## src/shared/gpc_cfg.svh

```systemverilog
// Register map, field positions, reset values and timing counts of the counter
`ifndef GPC_CFG_SVH
`define GPC_CFG_SVH

// Register byte offsets
`define GPC_OFF_CTRL 8'h00
`define GPC_OFF_CMD 8'h04
`define GPC_OFF_CNT1 8'h08
`define GPC_OFF_CNT2 8'h0C
`define GPC_OFF_CNT3 8'h10
`define GPC_OFF_CNT4 8'h14
`define GPC_OFF_STAT 8'h18
`define GPC_OFF_NOW 8'h1C
`define GPC_OFF_CAPLEN 8'h20
`define GPC_OFF_CAPBUF 8'h40
`define GPC_OFF_CAPEND 8'h7C

// Control register fields
`define GPC_CTRL_MODE 1:0
`define GPC_CTRL_TB 3:2
`define GPC_CTRL_TB_FALL 4
`define GPC_CTRL_GATE 6:5
`define GPC_CTRL_GATE_FALL 7
`define GPC_CTRL_OUT_INV 8
`define GPC_CTRL_RST 9'h000

// Command register bits
`define GPC_CMD_LOAD_ARM 0
`define GPC_CMD_LOAD_ONLY 1
`define GPC_CMD_STOP 2
`define GPC_CMD_ARM 3

// Count reset values (5, 10, 4 and 6 million ticks)
`define GPC_CNT1_RST 24'h4C4B40
`define GPC_CNT2_RST 24'h989680
`define GPC_CNT3_RST 24'h3D0900
`define GPC_CNT4_RST 24'h5B8D80
`define GPC_CAPLEN_RST 4'hF
`define GPC_CAP_DEPTH 16

// Timing: clock period and slow timebase period in ns
`define GPC_CLK_PERIOD_NS 50
`define GPC_SLOW_PERIOD_NS 10000
`define GPC_SLOW_DIV (`GPC_SLOW_PERIOD_NS / `GPC_CLK_PERIOD_NS)

`endif

```

## src/shared/gpc_pkg.sv

```systemverilog
// Types shared by the counter design files
package gpc_pkg;
  // Operating modes
  typedef enum logic [1:0] {
    retriggerable_pulse_mode = 2'h0,
    continuous_train_mode = 2'h1,
    frequency_shift_mode = 2'h2,
    captured_event_count_mode = 2'h3
  } mode_e;
  // Timebase choices
  typedef enum logic [1:0] {
    fast_internal_timebase = 2'h0,
    slow_internal_timebase = 2'h1,
    source_pin_timebase = 2'h2,
    sibling_terminal_count = 2'h3
  } timebase_e;
  // Gate choices
  typedef enum logic [1:0] {
    gate_from_pin = 2'h0,
    gate_from_fn0 = 2'h1,
    gate_from_fn1 = 2'h2,
    gate_from_sibling = 2'h3
  } gate_e;
  // Counter states, Gray along idle-wait-delay-pulse
  typedef enum logic [2:0] {
    st_idle = 3'h0,
    st_wait = 3'h1,
    st_delay = 3'h3,
    st_pulse = 3'h2,
    st_count = 3'h6,
    st_ready = 3'h4
  } state_e;
endpackage : gpc_pkg

```

## src/hdl/gp_counter.sv

```systemverilog
// General-purpose 24-bit counter with pulse, train, shift and capture modes
`timescale 1ns/1ns
`include "gpc_cfg.svh"
// How it works
// Count registers take any 24-bit value
// Fast timebase, one tick per clock
// Slow timebase ticks every 10 us
// Falling gate edge starts when selected
// Every selected-polarity gate edge restarts the delayed pulse
// Stop command returns counter to idle
// Train repeats delay count then pulse count
// Train starts on arming, no gate
// Output low in delay, high in pulse
// Gate level picks count pair in shift
// Shift mode runs from arming until stop
// All four counts programmable independently
// Gate source selectable among legal sources
// Source pin timebase with chosen edge
// Sibling terminal count as timebase
// Host sets parameters before arming
// Event count increments on source edges
// Event count starts at zero, counts up
// Gate edge captures count, counting continues
// Full capture buffer disarms the counter
// Falling gate edges capture when selected
// Event count spans full 24 bits
// Host reads captures only once disarmed
module gp_counter (
  // APB slave
  input wire logic pclk,
  input wire logic presetn,
  input wire logic [7:0] paddr,
  input wire logic psel,
  input wire logic penable,
  input wire logic pwrite,
  input wire logic [31:0] pwdata,
  output logic [31:0] prdata,
  output logic pready,
  output logic pslverr,
  // Pins
  input wire logic counter0_gate_pin,
  input wire logic counter0_source_pin,
  input wire logic [1:0] programmable_function_pin,
  // Cascade with the sibling counter
  input wire logic sibling_tc_in,
  output logic terminal_count,
  // Counter output
  output logic counter_out
);
  // Configuration registers
  logic [8:0] ctrl_q, ctrl_d;
  logic [23:0] cnt_q [4];
  logic [23:0] cnt_d [4];
  logic [3:0] caplen_q, caplen_d; // Captures minus one
  logic [31:0] prdata_q, prdata_d;
  // Counter state
  gpc_pkg::state_e st_q, st_d;
  logic [23:0] ctr_q, ctr_d; // Running count
  logic [3:0] idx_q, idx_d; // Next capture slot
  logic out_q, out_d;
  logic tc_q, tc_d;
  logic gate_prev_q, gate_prev_d;
  logic src_prev_q, src_prev_d;
  logic [23:0] cap_mem [`GPC_CAP_DEPTH]; // Capture buffer
  // Decoded controls and events
  logic wr_en, rd_setup, mapped, cmd_wr;
  logic arm_cmd, prep_cmd, stop_cmd, go_cmd;
  logic gate_lvl, gate_edge, src_lvl, src_edge, tick, slow_en, cap_we;
  logic gate_pin_s, src_pin_s, fn0_s, fn1_s;
  logic out_inv, armed;
  logic [23:0] dly_cnt, pls_cnt, arm_ctr;
  gpc_pkg::state_e arm_st;
  gpc_pkg::mode_e mode;
  gpc_pkg::timebase_e tbase;
  gpc_pkg::gate_e gsel;
  logic [31:0] rd_word;

  // Synchronise every pin before use
  pin_sync u_sync_gate (.pclk(pclk), .presetn(presetn), .pin(counter0_gate_pin),
    .level(gate_pin_s));
  pin_sync u_sync_src (.pclk(pclk), .presetn(presetn), .pin(counter0_source_pin),
    .level(src_pin_s));
  pin_sync u_sync_fn0 (.pclk(pclk), .presetn(presetn), .pin(programmable_function_pin[0]),
    .level(fn0_s));
  pin_sync u_sync_fn1 (.pclk(pclk), .presetn(presetn), .pin(programmable_function_pin[1]),
    .level(fn1_s));

  // Slow internal timebase enable
  tick_divider u_slow (.pclk(pclk), .presetn(presetn), .tick(slow_en));

  // Field views
  assign mode = gpc_pkg::mode_e'(ctrl_q[`GPC_CTRL_MODE]);
  assign tbase = gpc_pkg::timebase_e'(ctrl_q[`GPC_CTRL_TB]);
  assign gsel = gpc_pkg::gate_e'(ctrl_q[`GPC_CTRL_GATE]);
  assign out_inv = ctrl_q[`GPC_CTRL_OUT_INV];
  assign armed = (st_q == gpc_pkg::st_wait) || (st_q == gpc_pkg::st_delay) ||
    (st_q == gpc_pkg::st_pulse) || (st_q == gpc_pkg::st_count);

  // APB decode: zero wait states, read data latched in setup
  assign wr_en = psel && penable && pwrite && mapped;
  assign rd_setup = psel && !penable && !pwrite;
  assign mapped = (paddr[1:0] == 2'h0) &&
    ((paddr <= `GPC_OFF_CAPLEN) || (paddr >= `GPC_OFF_CAPBUF && paddr <= `GPC_OFF_CAPEND));
  assign cmd_wr = wr_en && (paddr == `GPC_OFF_CMD);
  assign arm_cmd = cmd_wr && pwdata[`GPC_CMD_LOAD_ARM];
  assign prep_cmd = cmd_wr && pwdata[`GPC_CMD_LOAD_ONLY];
  assign stop_cmd = cmd_wr && pwdata[`GPC_CMD_STOP];
  assign go_cmd = cmd_wr && pwdata[`GPC_CMD_ARM];
  assign pready = 1'b1;
  assign pslverr = psel && penable && !mapped;
  assign prdata = prdata_q;

  // Gate and timebase selection with edge detection
  always_comb
  begin
    unique case (gsel)
      gpc_pkg::gate_from_pin: gate_lvl = gate_pin_s;
      gpc_pkg::gate_from_fn0: gate_lvl = fn0_s;
      gpc_pkg::gate_from_fn1: gate_lvl = fn1_s;
      gpc_pkg::gate_from_sibling: gate_lvl = sibling_tc_in;
    endcase
    src_lvl = src_pin_s;
    // Falling edge when the falling-active gate setting is on
    gate_edge = ctrl_q[`GPC_CTRL_GATE_FALL] ? (gate_prev_q && !gate_lvl)
      : (!gate_prev_q && gate_lvl);
    src_edge = ctrl_q[`GPC_CTRL_TB_FALL] ? (src_prev_q && !src_lvl)
      : (!src_prev_q && src_lvl);
    gate_prev_d = gate_lvl;
    src_prev_d = src_lvl;
    unique case (tbase)
      gpc_pkg::fast_internal_timebase: tick = 1'b1;
      gpc_pkg::slow_internal_timebase: tick = slow_en;
      gpc_pkg::source_pin_timebase: tick = src_edge;
      gpc_pkg::sibling_terminal_count: tick = sibling_tc_in;
    endcase
  end

  // Count pair chosen by gate level in shift mode
  always_comb
  begin
    if (mode == gpc_pkg::frequency_shift_mode && gate_lvl)
    begin
      dly_cnt = cnt_q[2];
      pls_cnt = cnt_q[3];
    end
    else
    begin
      dly_cnt = cnt_q[0];
      pls_cnt = cnt_q[1];
    end
  end

  // Where arming leads in each mode
  always_comb
  begin
    unique case (mode)
      gpc_pkg::retriggerable_pulse_mode:
      begin
        arm_st = gpc_pkg::st_wait;
        arm_ctr = ctr_q;
      end
      gpc_pkg::continuous_train_mode, gpc_pkg::frequency_shift_mode:
      begin
        arm_st = gpc_pkg::st_delay;
        arm_ctr = dly_cnt;
      end
      gpc_pkg::captured_event_count_mode:
      begin
        arm_st = gpc_pkg::st_count;
        arm_ctr = 24'h000000;
      end
    endcase
  end

  // Register writes and read data
  always_comb
  begin
    ctrl_d = ctrl_q;
    cnt_d = cnt_q;
    caplen_d = caplen_q;
    if (wr_en)
    begin
      case (paddr)
        `GPC_OFF_CTRL: ctrl_d = pwdata[8:0];
        `GPC_OFF_CNT1: cnt_d[0] = pwdata[23:0];
        `GPC_OFF_CNT2: cnt_d[1] = pwdata[23:0];
        `GPC_OFF_CNT3: cnt_d[2] = pwdata[23:0];
        `GPC_OFF_CNT4: cnt_d[3] = pwdata[23:0];
        `GPC_OFF_CAPLEN: caplen_d = pwdata[3:0];
        default: ctrl_d = ctrl_q; // Read-only or command words
      endcase
    end
    rd_word = 32'h00000000;
    if (paddr >= `GPC_OFF_CAPBUF && mapped)
      rd_word = {8'h00, cap_mem[paddr[5:2]]};
    else
    begin
      case (paddr)
        `GPC_OFF_CTRL: rd_word = {23'h000000, ctrl_q};
        `GPC_OFF_CNT1: rd_word = {8'h00, cnt_q[0]};
        `GPC_OFF_CNT2: rd_word = {8'h00, cnt_q[1]};
        `GPC_OFF_CNT3: rd_word = {8'h00, cnt_q[2]};
        `GPC_OFF_CNT4: rd_word = {8'h00, cnt_q[3]};
        `GPC_OFF_STAT: rd_word = {24'h000000, idx_q, gate_lvl, out_q,
          st_q == gpc_pkg::st_ready, armed};
        `GPC_OFF_NOW: rd_word = {8'h00, ctr_q};
        `GPC_OFF_CAPLEN: rd_word = {28'h0000000, caplen_q};
        default: rd_word = 32'h00000000;
      endcase
    end
    prdata_d = rd_setup ? rd_word : prdata_q;
  end

  // Register the configuration
  always_ff @(posedge pclk or negedge presetn)
  begin
    if (!presetn)
    begin
      ctrl_q <= `GPC_CTRL_RST;
      cnt_q[0] <= `GPC_CNT1_RST;
      cnt_q[1] <= `GPC_CNT2_RST;
      cnt_q[2] <= `GPC_CNT3_RST;
      cnt_q[3] <= `GPC_CNT4_RST;
      caplen_q <= `GPC_CAPLEN_RST;
      prdata_q <= 32'h00000000;
    end
    else
    begin
      ctrl_q <= ctrl_d;
      cnt_q <= cnt_d;
      caplen_q <= caplen_d;
      prdata_q <= prdata_d;
    end
  end

  // Counter sequencing
  always_comb
  begin
    st_d = st_q;
    ctr_d = ctr_q;
    idx_d = idx_q;
    cap_we = 1'b0;
    tc_d = 1'b0;
    if (stop_cmd)
    begin
      st_d = gpc_pkg::st_idle;
      idx_d = 4'h0;
    end
    else
    begin
      unique case (st_q)
        gpc_pkg::st_idle:
        begin
          // Arming while armed is ignored; stop first
          if (arm_cmd)
          begin
            st_d = arm_st;
            ctr_d = arm_ctr;
            idx_d = 4'h0;
          end
          else if (prep_cmd)
            st_d = gpc_pkg::st_ready;
        end
        gpc_pkg::st_ready:
        begin
          if (arm_cmd || go_cmd)
          begin
            st_d = arm_st;
            ctr_d = arm_ctr;
            idx_d = 4'h0;
          end
        end
        gpc_pkg::st_wait:
        begin
          if (gate_edge)
          begin
            st_d = gpc_pkg::st_delay;
            ctr_d = dly_cnt;
          end
        end
        gpc_pkg::st_delay, gpc_pkg::st_pulse:
        begin
          if (mode == gpc_pkg::retriggerable_pulse_mode && gate_edge)
          begin
            // Each selected-polarity gate edge restarts the delay, even mid-pulse
            st_d = gpc_pkg::st_delay;
            ctr_d = dly_cnt;
          end
          else if (tick && ctr_q <= 24'h000001)
          begin
            // Phase of N ticks ends; delay hands over to pulse, pulse to delay or, when retriggerable, to wait
            tc_d = 1'b1;
            if (st_q == gpc_pkg::st_delay)
            begin
              st_d = gpc_pkg::st_pulse;
              ctr_d = pls_cnt;
            end
            else
            begin
              st_d = (mode == gpc_pkg::retriggerable_pulse_mode) ? gpc_pkg::st_wait
                : gpc_pkg::st_delay;
              ctr_d = dly_cnt;
            end
          end
          else if (tick)
            ctr_d = ctr_q - 24'h000001;
        end
        gpc_pkg::st_count:
        begin
          if (tick)
            ctr_d = ctr_q + 24'h000001;
          if (gate_edge)
          begin
            // Capture the count as it stands; counting goes on
            cap_we = 1'b1;
            idx_d = idx_q + 4'h1;
            if (idx_q == caplen_q)
              st_d = gpc_pkg::st_idle;
          end
        end
        default: st_d = gpc_pkg::st_idle; // Illegal code recovers
      endcase
    end
    out_d = (st_d == gpc_pkg::st_pulse) ^ out_inv;
  end

  // Register the counter state
  always_ff @(posedge pclk or negedge presetn)
  begin
    if (!presetn)
    begin
      st_q <= gpc_pkg::st_idle;
      ctr_q <= 24'h000000;
      idx_q <= 4'h0;
      out_q <= 1'b0;
      tc_q <= 1'b0;
      gate_prev_q <= 1'b0;
      src_prev_q <= 1'b0;
    end
    else
    begin
      st_q <= st_d;
      ctr_q <= ctr_d;
      idx_q <= idx_d;
      out_q <= out_d;
      tc_q <= tc_d;
      gate_prev_q <= gate_prev_d;
      src_prev_q <= src_prev_d;
    end
  end

  // Capture buffer storage, no reset needed
  always_ff @(posedge pclk)
  begin
    if (cap_we)
      cap_mem[idx_q] <= ctr_q;
  end

  assign counter_out = out_q;
  assign terminal_count = tc_q;
endmodule : gp_counter

```

## src/hdl/pin_sync.sv

```systemverilog
// Two-flop synchroniser for one pin
`timescale 1ns/1ns
module pin_sync (
  // Clock and reset
  input wire logic pclk,
  input wire logic presetn,
  // Pin and its synchronised level
  input wire logic pin,
  output logic level
);
  logic meta_q; // First stage, read only by sync_q
  logic sync_q; // Second stage

  // Shift the pin through two stages
  always_ff @(posedge pclk or negedge presetn)
  begin
    if (!presetn)
    begin
      meta_q <= 1'b0;
      sync_q <= 1'b0;
    end
    else
    begin
      meta_q <= pin;
      sync_q <= meta_q;
    end
  end

  assign level = sync_q;
endmodule : pin_sync

```

## src/hdl/tick_divider.sv

```systemverilog
// Divider giving the one-cycle enable of the slow internal timebase
`timescale 1ns/1ns
`include "gpc_cfg.svh"
module tick_divider (
  // Clock and reset
  input wire logic pclk,
  input wire logic presetn,
  // Slow timebase enable
  output logic tick
);
  localparam logic [7:0] LAST = 8'(`GPC_SLOW_DIV - 1);
  logic [7:0] div_q, div_d; // Free-running divide count
  logic tick_q, tick_d; // Registered enable

  // Wrap at the last count
  always_comb
  begin
    div_d = (div_q == LAST) ? 8'h00 : div_q + 8'h01;
    tick_d = (div_q == LAST);
  end

  // Register the divider
  always_ff @(posedge pclk or negedge presetn)
  begin
    if (!presetn)
    begin
      div_q <= 8'h00;
      tick_q <= 1'b0;
    end
    else
    begin
      div_q <= div_d;
      tick_q <= tick_d;
    end
  end

  assign tick = tick_q;
endmodule : tick_divider

```

## config.mk

```make
export PLATFORM = sky130hd
export DESIGN_NAME = gp_counter
export DESIGN_NICKNAME = d
export VERILOG_FILES = /design/src/shared/gpc_pkg.sv /design/src/hdl/gp_counter.sv /design/src/hdl/pin_sync.sv /design/src/hdl/tick_divider.sv
export VERILOG_INCLUDE_DIRS = /design/src /design/src/shared
export SDC_FILE = /design/constraint.sdc
export NUM_CORES = 1
export LEC_CHECK = 0
export ABC_AREA = 1
export BUFFER_PORTS_ARGS = -buffer_cell sky130_fd_sc_hd__clkbuf_2
export CAP_MARGIN = 20
export CELL_PAD_IN_SITES_DETAIL_PLACEMENT = 0
export CELL_PAD_IN_SITES_GLOBAL_PLACEMENT = 2
export CORE_MARGIN = 5
export CORE_UTILIZATION = 35
export CTS_CLUSTER_DIAMETER = 120
export DETAILED_ROUTE_END_ITERATION = 8
export GPL_ROUTABILITY_DRIVEN = 0
export PLACE_DENSITY_LB_ADDON = 0.3
export SETUP_SLACK_MARGIN = 0.05
export SLEW_MARGIN = 30
export SYNTH_ARGS = -nofsm -noshare
export SYNTH_HDL_FRONTEND = slang
export SYNTH_SLANG_ARGS = --single-unit
export TNS_END_PERCENT = 20
```

## constraint.sdc

```tcl
create_clock -name pclk -period 3.2 [get_ports pclk]
set_input_delay 0.96 -clock pclk [delete_from_list [all_inputs] [get_ports pclk]]
set_output_delay 0.96 -clock pclk [all_outputs]
set_load 0.005 [all_outputs]
```

* Yosys cells after proc, flatten, opt, wreduce, memory -nomap -nowiden
Memories as Yosys holds them, arrays and structs flattened.
Cells that the tools add are included.
** Cells by class
- Order comparisons :: 4
- Reductions and logical operators :: 51
- Multiplexer cells :: 46
- Equal/unequal tests :: 33
- Bitwise operators :: 2
- $add $sub $neg :: 4
** Operators by type and width (number)
- $mux 24 :: 11
- $pmux 24 s8 :: 1
- $pmux 24 s5 :: 1
- $pmux 24 s3 :: 1
- $eq 8x5->1 const B :: 4
- $mux 3 :: 9
- $add 24x1->24 const B :: 1
- $le 24x1->1 const B :: 1
- $sub 24x1->24 const B :: 1
- $logic_and 1x1->1 :: 21
- $eq 8x4->1 const B :: 2
- $mux 4 :: 4
- $pmux 3 s5 :: 1
- $eq 2x2->1 const B :: 6
- $pmux 4 s3 :: 1
- $reduce_and 2->1 :: 6
- $mux 1 :: 11
- $eq 3x2->1 const B :: 3
- $pmux 3 s3 :: 1
- $add 8x1->8 const B :: 1
- $eq 8x3->1 const B :: 1
- $eq 8x6->1 const B :: 1
- $eq 8x8->1 const B :: 1
- $ge 8x7->1 const B :: 1
- 27 further kinds :: 49
** Word-level totals
- Bits of input ports :: 50
- Word-level logic and storage cells :: 165
- Memory bits (writable) :: 384
- Flip-flop bits (word level) :: 193
- Output and inout port bits :: 36
- Memories :: 1
** Memory list
- cap_mem :: words 16, bits a word 24, rd ports 1, clocked after memory_dff 0, wr ports 1, line gp_counter.sv:64 : logic [23:0] cap_mem [`GPC_CAP_DEPTH];

* Depth between registers and ports, before layout
Gate-level depths: netlist of the first run.
- Depth in word-level cells :: 13
- Mapped depth :: 16

* Modules after synthesis
A second synthesis of the first run with hierarchy kept.
** Second synthesis, totals
- Cell total of the unflattened synthesis :: 2487
- Area total of the unflattened synthesis :: 25490.7 um^2
** By module, submodules not included
- gp_counter :: area each 24883.9 um^2, cells an instance 2430, times used 1, seq. area each 15781.4 um^2
- tick_divider :: area each 406.6 um^2, cells an instance 49, times used 1, seq. area each 225.2 um^2
- pin_sync :: area each 50.0 um^2, cells an instance 2, times used 4, seq. area each 50.0 um^2

* Worst setup path before layout of the first run
OpenSTA, ideal clock, no wires.
- Kind :: input to register
- Start :: input port paddr[4]
- End :: memory cap_mem[0][0], enable pin
- Buffers on the path :: 1
- Arrival :: 2.897 ns
- Stages :: 11
- Required time :: 2.795 ns
- Slack :: -0.102 ns
- Cells stage by stage :: buf_6 clkinv_2 nand2_1 nor2_2 nand2_2 a21boi_4 nand3_2 nand2_1 inv_1 nand2_1 nor2_1
** Between the ends
- Cells in the longest elaborated chain, start to end :: 10
- Elaborated cells between the ends (all ways) :: 13
- Classes of those cells :: 3 x order compare; 1 x eq/ne; 3 x mux; 6 x reduce/logical
** RTL lines
- start: declaration :: line gp_counter.sv:32 : input wire logic [7:0] paddr,
- $ge 8x7->1 (no line) / $le 8x7->1 (equally long branches)
- $logic_and 1x1->1 (no line)
- $logic_or 1x1->1 :: line gp_counter.sv:103 : ((paddr <= `GPC_OFF_CAPLEN) || (paddr >= `GPC_OFF_CAPBUF && paddr <= `GPC_OFF_CAPEND));
- $logic_and 1x1->1 :: line gp_counter.sv:102 : assign mapped = (paddr[1:0] == 2'h0) &&
- $logic_and 1x1->1 :: line gp_counter.sv:100 : assign wr_en = psel && penable && pwrite && mapped;
- $logic_and 1x1->1 (*) :: line gp_counter.sv:104 : assign cmd_wr = wr_en && (paddr == `GPC_OFF_CMD);
- $logic_and 1x1->1 (*) :: line gp_counter.sv:107 : assign stop_cmd = cmd_wr && pwdata[`GPC_CMD_STOP];
- $mux 1 (*) :: line gp_counter.sv:244 : if (stop_cmd)
- $mux 1 (*) :: line gp_counter.sv:355 : if (cap_we)
- $mux 1 (implied by the code) (*) :: line gp_counter.sv:356 : cap_mem[idx_q] <= ctr_q;
- end: declaration :: line gp_counter.sv:64
Mark *: on every way between the ends. The rest lies on a longest branch, timed or not.

* Worst setup path in the final report of the first run
- Start :: input port paddr[1]
- End :: output port pslverr
** Between the ends
- Cells in the longest elaborated chain, start to end :: 6
- Elaborated cells between the ends (all ways) :: 9
- Classes of those cells :: 3 x order compare; 6 x reduce/logical
** RTL lines
- $ge 8x7->1 (no line) / $le 8x7->1 (equally long branches)
- $logic_and 1x1->1 (no line)
- $logic_or 1x1->1 :: line gp_counter.sv:103
- $logic_and 1x1->1 (*) :: line gp_counter.sv:102
- $logic_not 1->1 (*) :: line gp_counter.sv:110 : assign pslverr = psel && penable && !mapped;
- $logic_and 1x1->1 (*) :: line gp_counter.sv:110
- end: declaration :: line gp_counter.sv:39 : output logic pslverr,
Marked as above.

==> results of run 1 <==
[path summary, 6_finish.rpt]
path | start | endpoint | slack [ns] | depth (start not counted)
min in group pclk | u_sync_fn1.meta_q$_DFF_PN0_ | u_sync_fn1.level$_DFF_PN0_ | 0.35 | 0
worst max-delay path | paddr[1] | pslverr | 0.21 | 7
max in group asynchronous | presetn | prdata[1]$_DFFE_PN0P_ | 2.20 | 2
worst min register to register | u_sync_fn1.meta_q$_DFF_PN0_ | u_sync_fn1.level$_DFF_PN0_ | 0.35 | 0
worst min-delay path | presetn | cnt_q[70]$_DFFE_PN0P_ | 0.21 | 1
worst max register to register | ctrl_q[5]$_DFFE_PN0P_ | cap_mem[1][8]$_DFFE_PP_ | 0.52 | 12
[logic make-up after synthesis]
logic type               synth area share (%)
AO/OA/AOI/OAI                           11.84
multiplexers                           0.7476
AND/OR/NAND/NOR                         17.90
XOR/XNOR                               0.3421
flip-flops                              63.30
buffers and inverters                   5.453
adder cells (fa/ha/maj)                0.3909
other                                 0.02933
[synthesized netlist by cell type (2+ instances only)]
cell type,instances,area (µm²)
nand2_1,669,2511
edfxtp_1,384,11530
nor2_1,191,716.9
inv_1,187,701.9
o21ai_0,152,760.7
dfrtp_1,148,3704
a22oi_1,116,870.8
nand3_1,109,545.5
a21oi_1,72,360.4
clkbuf_1,67,251.5
o21ai_1,63,315.3
nand4_1,62,387.9
buf_2,41,205.2
o22ai_1,39,244.0
dfstp_2,37,972.2
a41oi_1,20,175.2
nor3_1,20,100.1
nor4_1,15,93.84
inv_2,13,48.80
o221ai_1,13,113.9
buf_1,12,45.04
mux2_1,12,135.1
buf_4,11,82.58
xor2_1,9,78.83
ha_1,8,100.1
o211ai_1,8,60.06
nor2_2,6,37.54
nor2_4,6,67.56
a31oi_1,5,31.28
mux2_2,5,56.30
or2_2,5,31.28
a221oi_1,4,35.03
buf_6,4,45.04
nand2_2,4,25.02
clkinv_1,3,11.26
o21a_1,3,22.52
a211oi_1,2,15.01
conb_1,2,7.510
nand2_4,2,22.52
[per-layer routing]
metal | part of all wire (%) | vias up | track usage (%)
li1 | - | 9150 | -
met1 | 45 | 9722 | 30.28
met4 | 1.9 | 2 | 4.369
met3 | 5.8 | 128 | 3.353
met5 | 0.015 | - | 0
met2 | 47 | 600 | 35.56
[through the flow]
stage | power (mW) | setup WS (ns)
global route | 20.83 | 0.1627
CTS | 20.18 | 0.2029
detailed placement | 12.43 | -0.06254
finish | 20.02 | 0.2055
floorplan | 10.76 | -0.1022
global placement | 12.38 | -0.02212
[where the power goes]
part / total [mW] / internal (mW) / switching, mW
combinational: 3.39 / 0.870 / 2.52
clock: 7.69 / 4.57 / 3.13
sequential: 8.94 / 8.71 / 0.230
total: 20.0 / 14.1 / 5.87
[worst max-delay path: cells and delay by family]
family | cells | cell delay [ns]
buf+inv | 3 | 0.40
simple gates | 4 | 0.66
[state kept, by name, indices dropped and copies added, names as in the netlist, 3 cells and up]
signal	flops
u_slow.div_q	8
ctrl_q	9
st_q	3
cap_mem	384
caplen_q	4
idx_q	4
prdata	24
cnt_q	96
ctr_q	24
[layout make-up]
cell class | count | area (µm²)
multi-input cells | 1637 | 8108
clock inverters | 34 | 440.4
repair buffers | 224 | 1921
clock buffers | 86 | 1788
inverters | 204 | 769.5
flip-flops and latches | 569 | 16210
fillers | 7079 | 42280
well taps | 959 | 1200
==> metrics.csv, run 1 <==
metric;value;unit
Residual DRC;0;
Crit-path slowest cell;nor2_1;
ys flop type;edfxtp_1;
area grow syn2layout;18.86;%
pin count of the biggest net entering global routing;86;
Leak;11.96;nW
post-synthesis sequential area ratio;63.30;%
most common cell after layout, fill and taps aside;nand2_1;
Slew HR;42.65;%
GRT Util Overall;21.48;%
global-route wire length before repair;127.5;mm
non-filler cells, final;3713;
maxcap violations;0;
wirelength, routed;85.53;mm
root buf cell;clkbuf_16;
status;finished clean;
number of distinct library cells after synthesis;48;
slowest stage delay, CP;0.31;ns
via count;19600;
EDFF count, synth;384;
row cnt;99;
worst-skew pair later-pin latency;0.62;ns
full die area;78670;µm²
Die W;280.5;µm
global route overflow;0;
yosys warns;0;
area after detailed placement;28200;µm²
number of global-route vias before repair;19440;
# clock sinks;569;
Avg Cell Area, Syn;10.09;µm²
Via density;5.279;
TritonCTS clock tree;yes;
Synth Cell Area;25600;µm²
total CTS buffers;66;
most frequent cells in the layout;669 x nand2_1, 384 x edfxtp_1, 187 x inv_1;
final worst clock skew;0.02194;ns
die height;280.5;µm
Clock transition at path regs;0.05;ns
PostCTS Resize Cnt;0;
Max FO, Critical Path;5;
CP Class;input port to output port;
setup violators final;0;
Yosys reg bits;569;
initial antenna violation count;2;
final hold violations;0;
post-synthesis cell count;2538;
WP data arrival;2.03;ns
htree depth;3;
actual slew at the worst max-slew pin;0.8524;ns
hold-fix buffers at CTS;0;
first-pass iteration count of the detailed router;6;
type of the tightest min-delay check;input port to asynchronous set/reset pin;
setup repair bufs after CTS;0;
routed len/inst;23.04;µm
Final Core Density;41.85;%
final instance area;30430;µm²
layout cell share with drive strength beyond 1;15.54;%
f_max;333.9;MHz
final hold slack;0.2143;ns
crit start category;input port;
port bufs;68;
cell area power density;657.8;nW/µm²
core area;72710;µm²
Slew Limit Fails;0;
Final min period;2.995;ns
CP cell instances;clkbuf_2 > nor2_1 > nand3_1 > buf_4 > nand2_4 > nor2_1 > clkbuf_2;
asr flop ratio synth;32.51;%
DRT iter0 DRCs;1623;
RSZ-0062 raised after global routing;no;
Longest Clk Path Bufs;3;
Final period util;93.58;%
remaining antenna violation count;0;
Worst EP required;2.24;ns
peak supply drop;0.0003147;V
CP endpoint kind;output port;
IO Count;86;
Diodes inserted;0;
setup total negative slack;0;ns
Final HPWL DP;58.02;mm
Final nets;2760;
Inst Count DP;3593;
Initial Utilization;35.21;%
(Power assumes the default switching activity.)
==> inputs of run 2 (changes only) <==
Settings changed: BUFFER_PORTS_ARGS -buffer_cell sky130_fd_sc_hd__clkbuf_2 to -buffer_cell sky130_fd_sc_hd__buf_2.
==> run 2 against run 1 <==
Non-clock buffer count is 6 higher. Register-to-register slack better by 0.04 ns. Final area is 0.15% lower. Power is 1.3% lower. Final cell count is 0.16% higher. Clock-buffer cell count is 4 higher. Fmax is 0.86% lower. Core utilization is 0.064 points lower. Global-route usage is 0.12 points lower. Clock power is 3.4% lower. Sequential share of layout area is 0.081 points higher. Critical endpoint unchanged.
==> metrics.csv, run 2 (synthesized netlist as in run 1, its figures left out) <==
metric;value;unit
Worst EP required;2.24;ns
remaining antenna violation count;0;
most frequent cells in the layout;669 x nand2_1, 384 x edfxtp_1, 187 x inv_1;
cell area power density;650.5;nW/µm²
initial antenna violation count;3;
Die W;280.5;µm
# clock sinks;569;
Via density;5.257;
Slew Limit Fails;0;
WP data arrival;2.06;ns
worst-skew pair later-pin latency;0.61;ns
actual slew at the worst max-slew pin;0.6648;ns
Final period util;94.40;%
worst r2r src;ctrl_q[5]$_DFFE_PN0P_;
max reg flops;384;
register area;16210;µm²
status;finished clean;
core area;72710;µm²
GRT Util Overall;21.36;%
setup violators final;0;
global route overflow;0;
setup total negative slack;0;ns
top flop regs;cap_mem (384), cnt_q (96);
global-route wire length before repair;126.7;mm
fill count;7037;
wirelength, routed;84.91;mm
Worst R2R Setup Slack;0.56;ns
final worst clock skew;0.02368;ns
htree depth;3;
RSZ-0062 raised after global routing;no;
hold-fix buffers at CTS;0;
final instance area;30390;µm²
Leak;11.96;nW
port bufs;68;
via count;19550;
Most flops, register;cap_mem;
CP Class;input port to output port;
final hold slack;0.3464;ns
Max FO, Critical Path;5;
CP endpoint kind;output port;
TritonCTS clock tree;yes;
FF-to-FF End;ctr_q[12]$_DFFE_PN0P_;
Slew HR;55.21;%
Final HPWL DP;58.12;mm
die height;280.5;µm
routed len/inst;22.83;µm
root buf cell;clkbuf_16;
most common cell after layout, fill and taps aside;nand2_1;
first-pass iteration count of the detailed router;6;
pin count of the biggest net entering global routing;97;
Longest Clk Path Bufs;3;
area grow syn2layout;18.68;%
Crit-path slowest cell;nor2_1;
CP cell instances;buf_2 > nor2_1 > nand3_2 > nand2_4 > nor2_1 > buf_2;
f_max;331.1;MHz
total CTS buffers;66;
number of global-route vias before repair;19370;
footprint of the multi-input gates;8113;µm²
final hold violations;0;
dpl ws;-0.06483;ns
area after detailed placement;28250;µm²
type of the tightest min-delay check;input port to asynchronous set/reset pin;
setup repair bufs after CTS;0;
family with the most delay on the worst path;simple AND/OR/NAND/NOR gates;
IO Count;86;
WP buf/inv;2;
DRT iter0 DRCs;1433;
slowest stage delay, CP;0.34;ns
Residual DRC;0;
maxcap violations;0;
worst r2r path cells;14;
Clock transition at path regs;0.06;ns
Final min period;3.021;ns
layout cell share with drive strength beyond 1;15.62;%
Final nets;2766;
Initial Utilization;35.21;%
PostCTS Resize Cnt;0;
peak supply drop;0.0003498;V
full die area;78670;µm²
final setup margin;0.1793;ns
total chip power;19.77;mW
row cnt;99;
crit start category;input port;
[run 2: worst max path at each step]
stage,start,cells after the start,slack (ns),end
finish,paddr[1],6,0.18,pslverr
floorplan,paddr[4],11,-0.10,cap_mem[0][0]$_DFFE_PP_
CTS,paddr[1],6,0.06,pslverr
detailed placement,paddr[1],13,-0.06,ctr_q[12]$_DFFE_PN0P_
global placement,paddr[1],13,-0.03,ctr_q[14]$_DFFE_PN0P_
global route,paddr[1],6,0.14,pslverr
[run 2: cell type report]
type | instances | area share (%)
multi-input cells | 1637 | 26.70
well taps | 959 | 3.949
flip-flops and latches | 569 | 53.34
repair buffers | 230 | 6.469
clock buffers | 90 | 6.069
inverters | 204 | 2.532
diodes | 1 | 0.008235
clock inverters | 29 | 0.9388
[run 2: per-layer routing]
layer | share of wire [%] | global-route usage (%) | vias up
met1 | 45 | 30.14 | 9658
li1 | - | - | 9185
met3 | 5.4 | 3.278 | 129
met5 | 0 | 0 | -
met4 | 1.9 | 4.256 | 0
met2 | 48 | 35.40 | 577
[run 2: worst reg2reg max path, stage by stage (launching register included)]
cell,delay [ns]
dfrtp_1,0.39
inv_2,0.09
nand2_1,0.05
nand3_1,0.28
nand2_1,0.19
nand2_1,0.16
nand3_1,0.30
nand3_1,0.16
nand2_1,0.10
nor2_4,0.12
nand2_4,0.06
inv_2,0.28
buf_4,0.21
nor2_1,0.04
a21oi_1,0.13
[run 2: power breakdown]
| group | total, mW | internal (mW) | switching (mW) | leakage [nW] |
|---|---|---|---|---|
| Combinational | 3.40 | 0.879 | 2.52 | 5.53 |
| Sequential | 8.94 | 8.71 | 0.226 | 5.39 |
| Clock | 7.43 | 4.39 | 3.04 | 1.05 |
| Total | 19.8 | 14.0 | 5.79 | 12.0 |
[run 2: through the flow]
| stage | cells | utilization, % |
|---|---|---|
| floorplan | 2545 | - |
| global placement | 3599 | 38.85 |
| detailed placement | 3599 | 38.85 |
| CTS | 3718 | 41.78 |
| global route | 3718 | 41.79 |
| finish | 3719 | 41.79 |
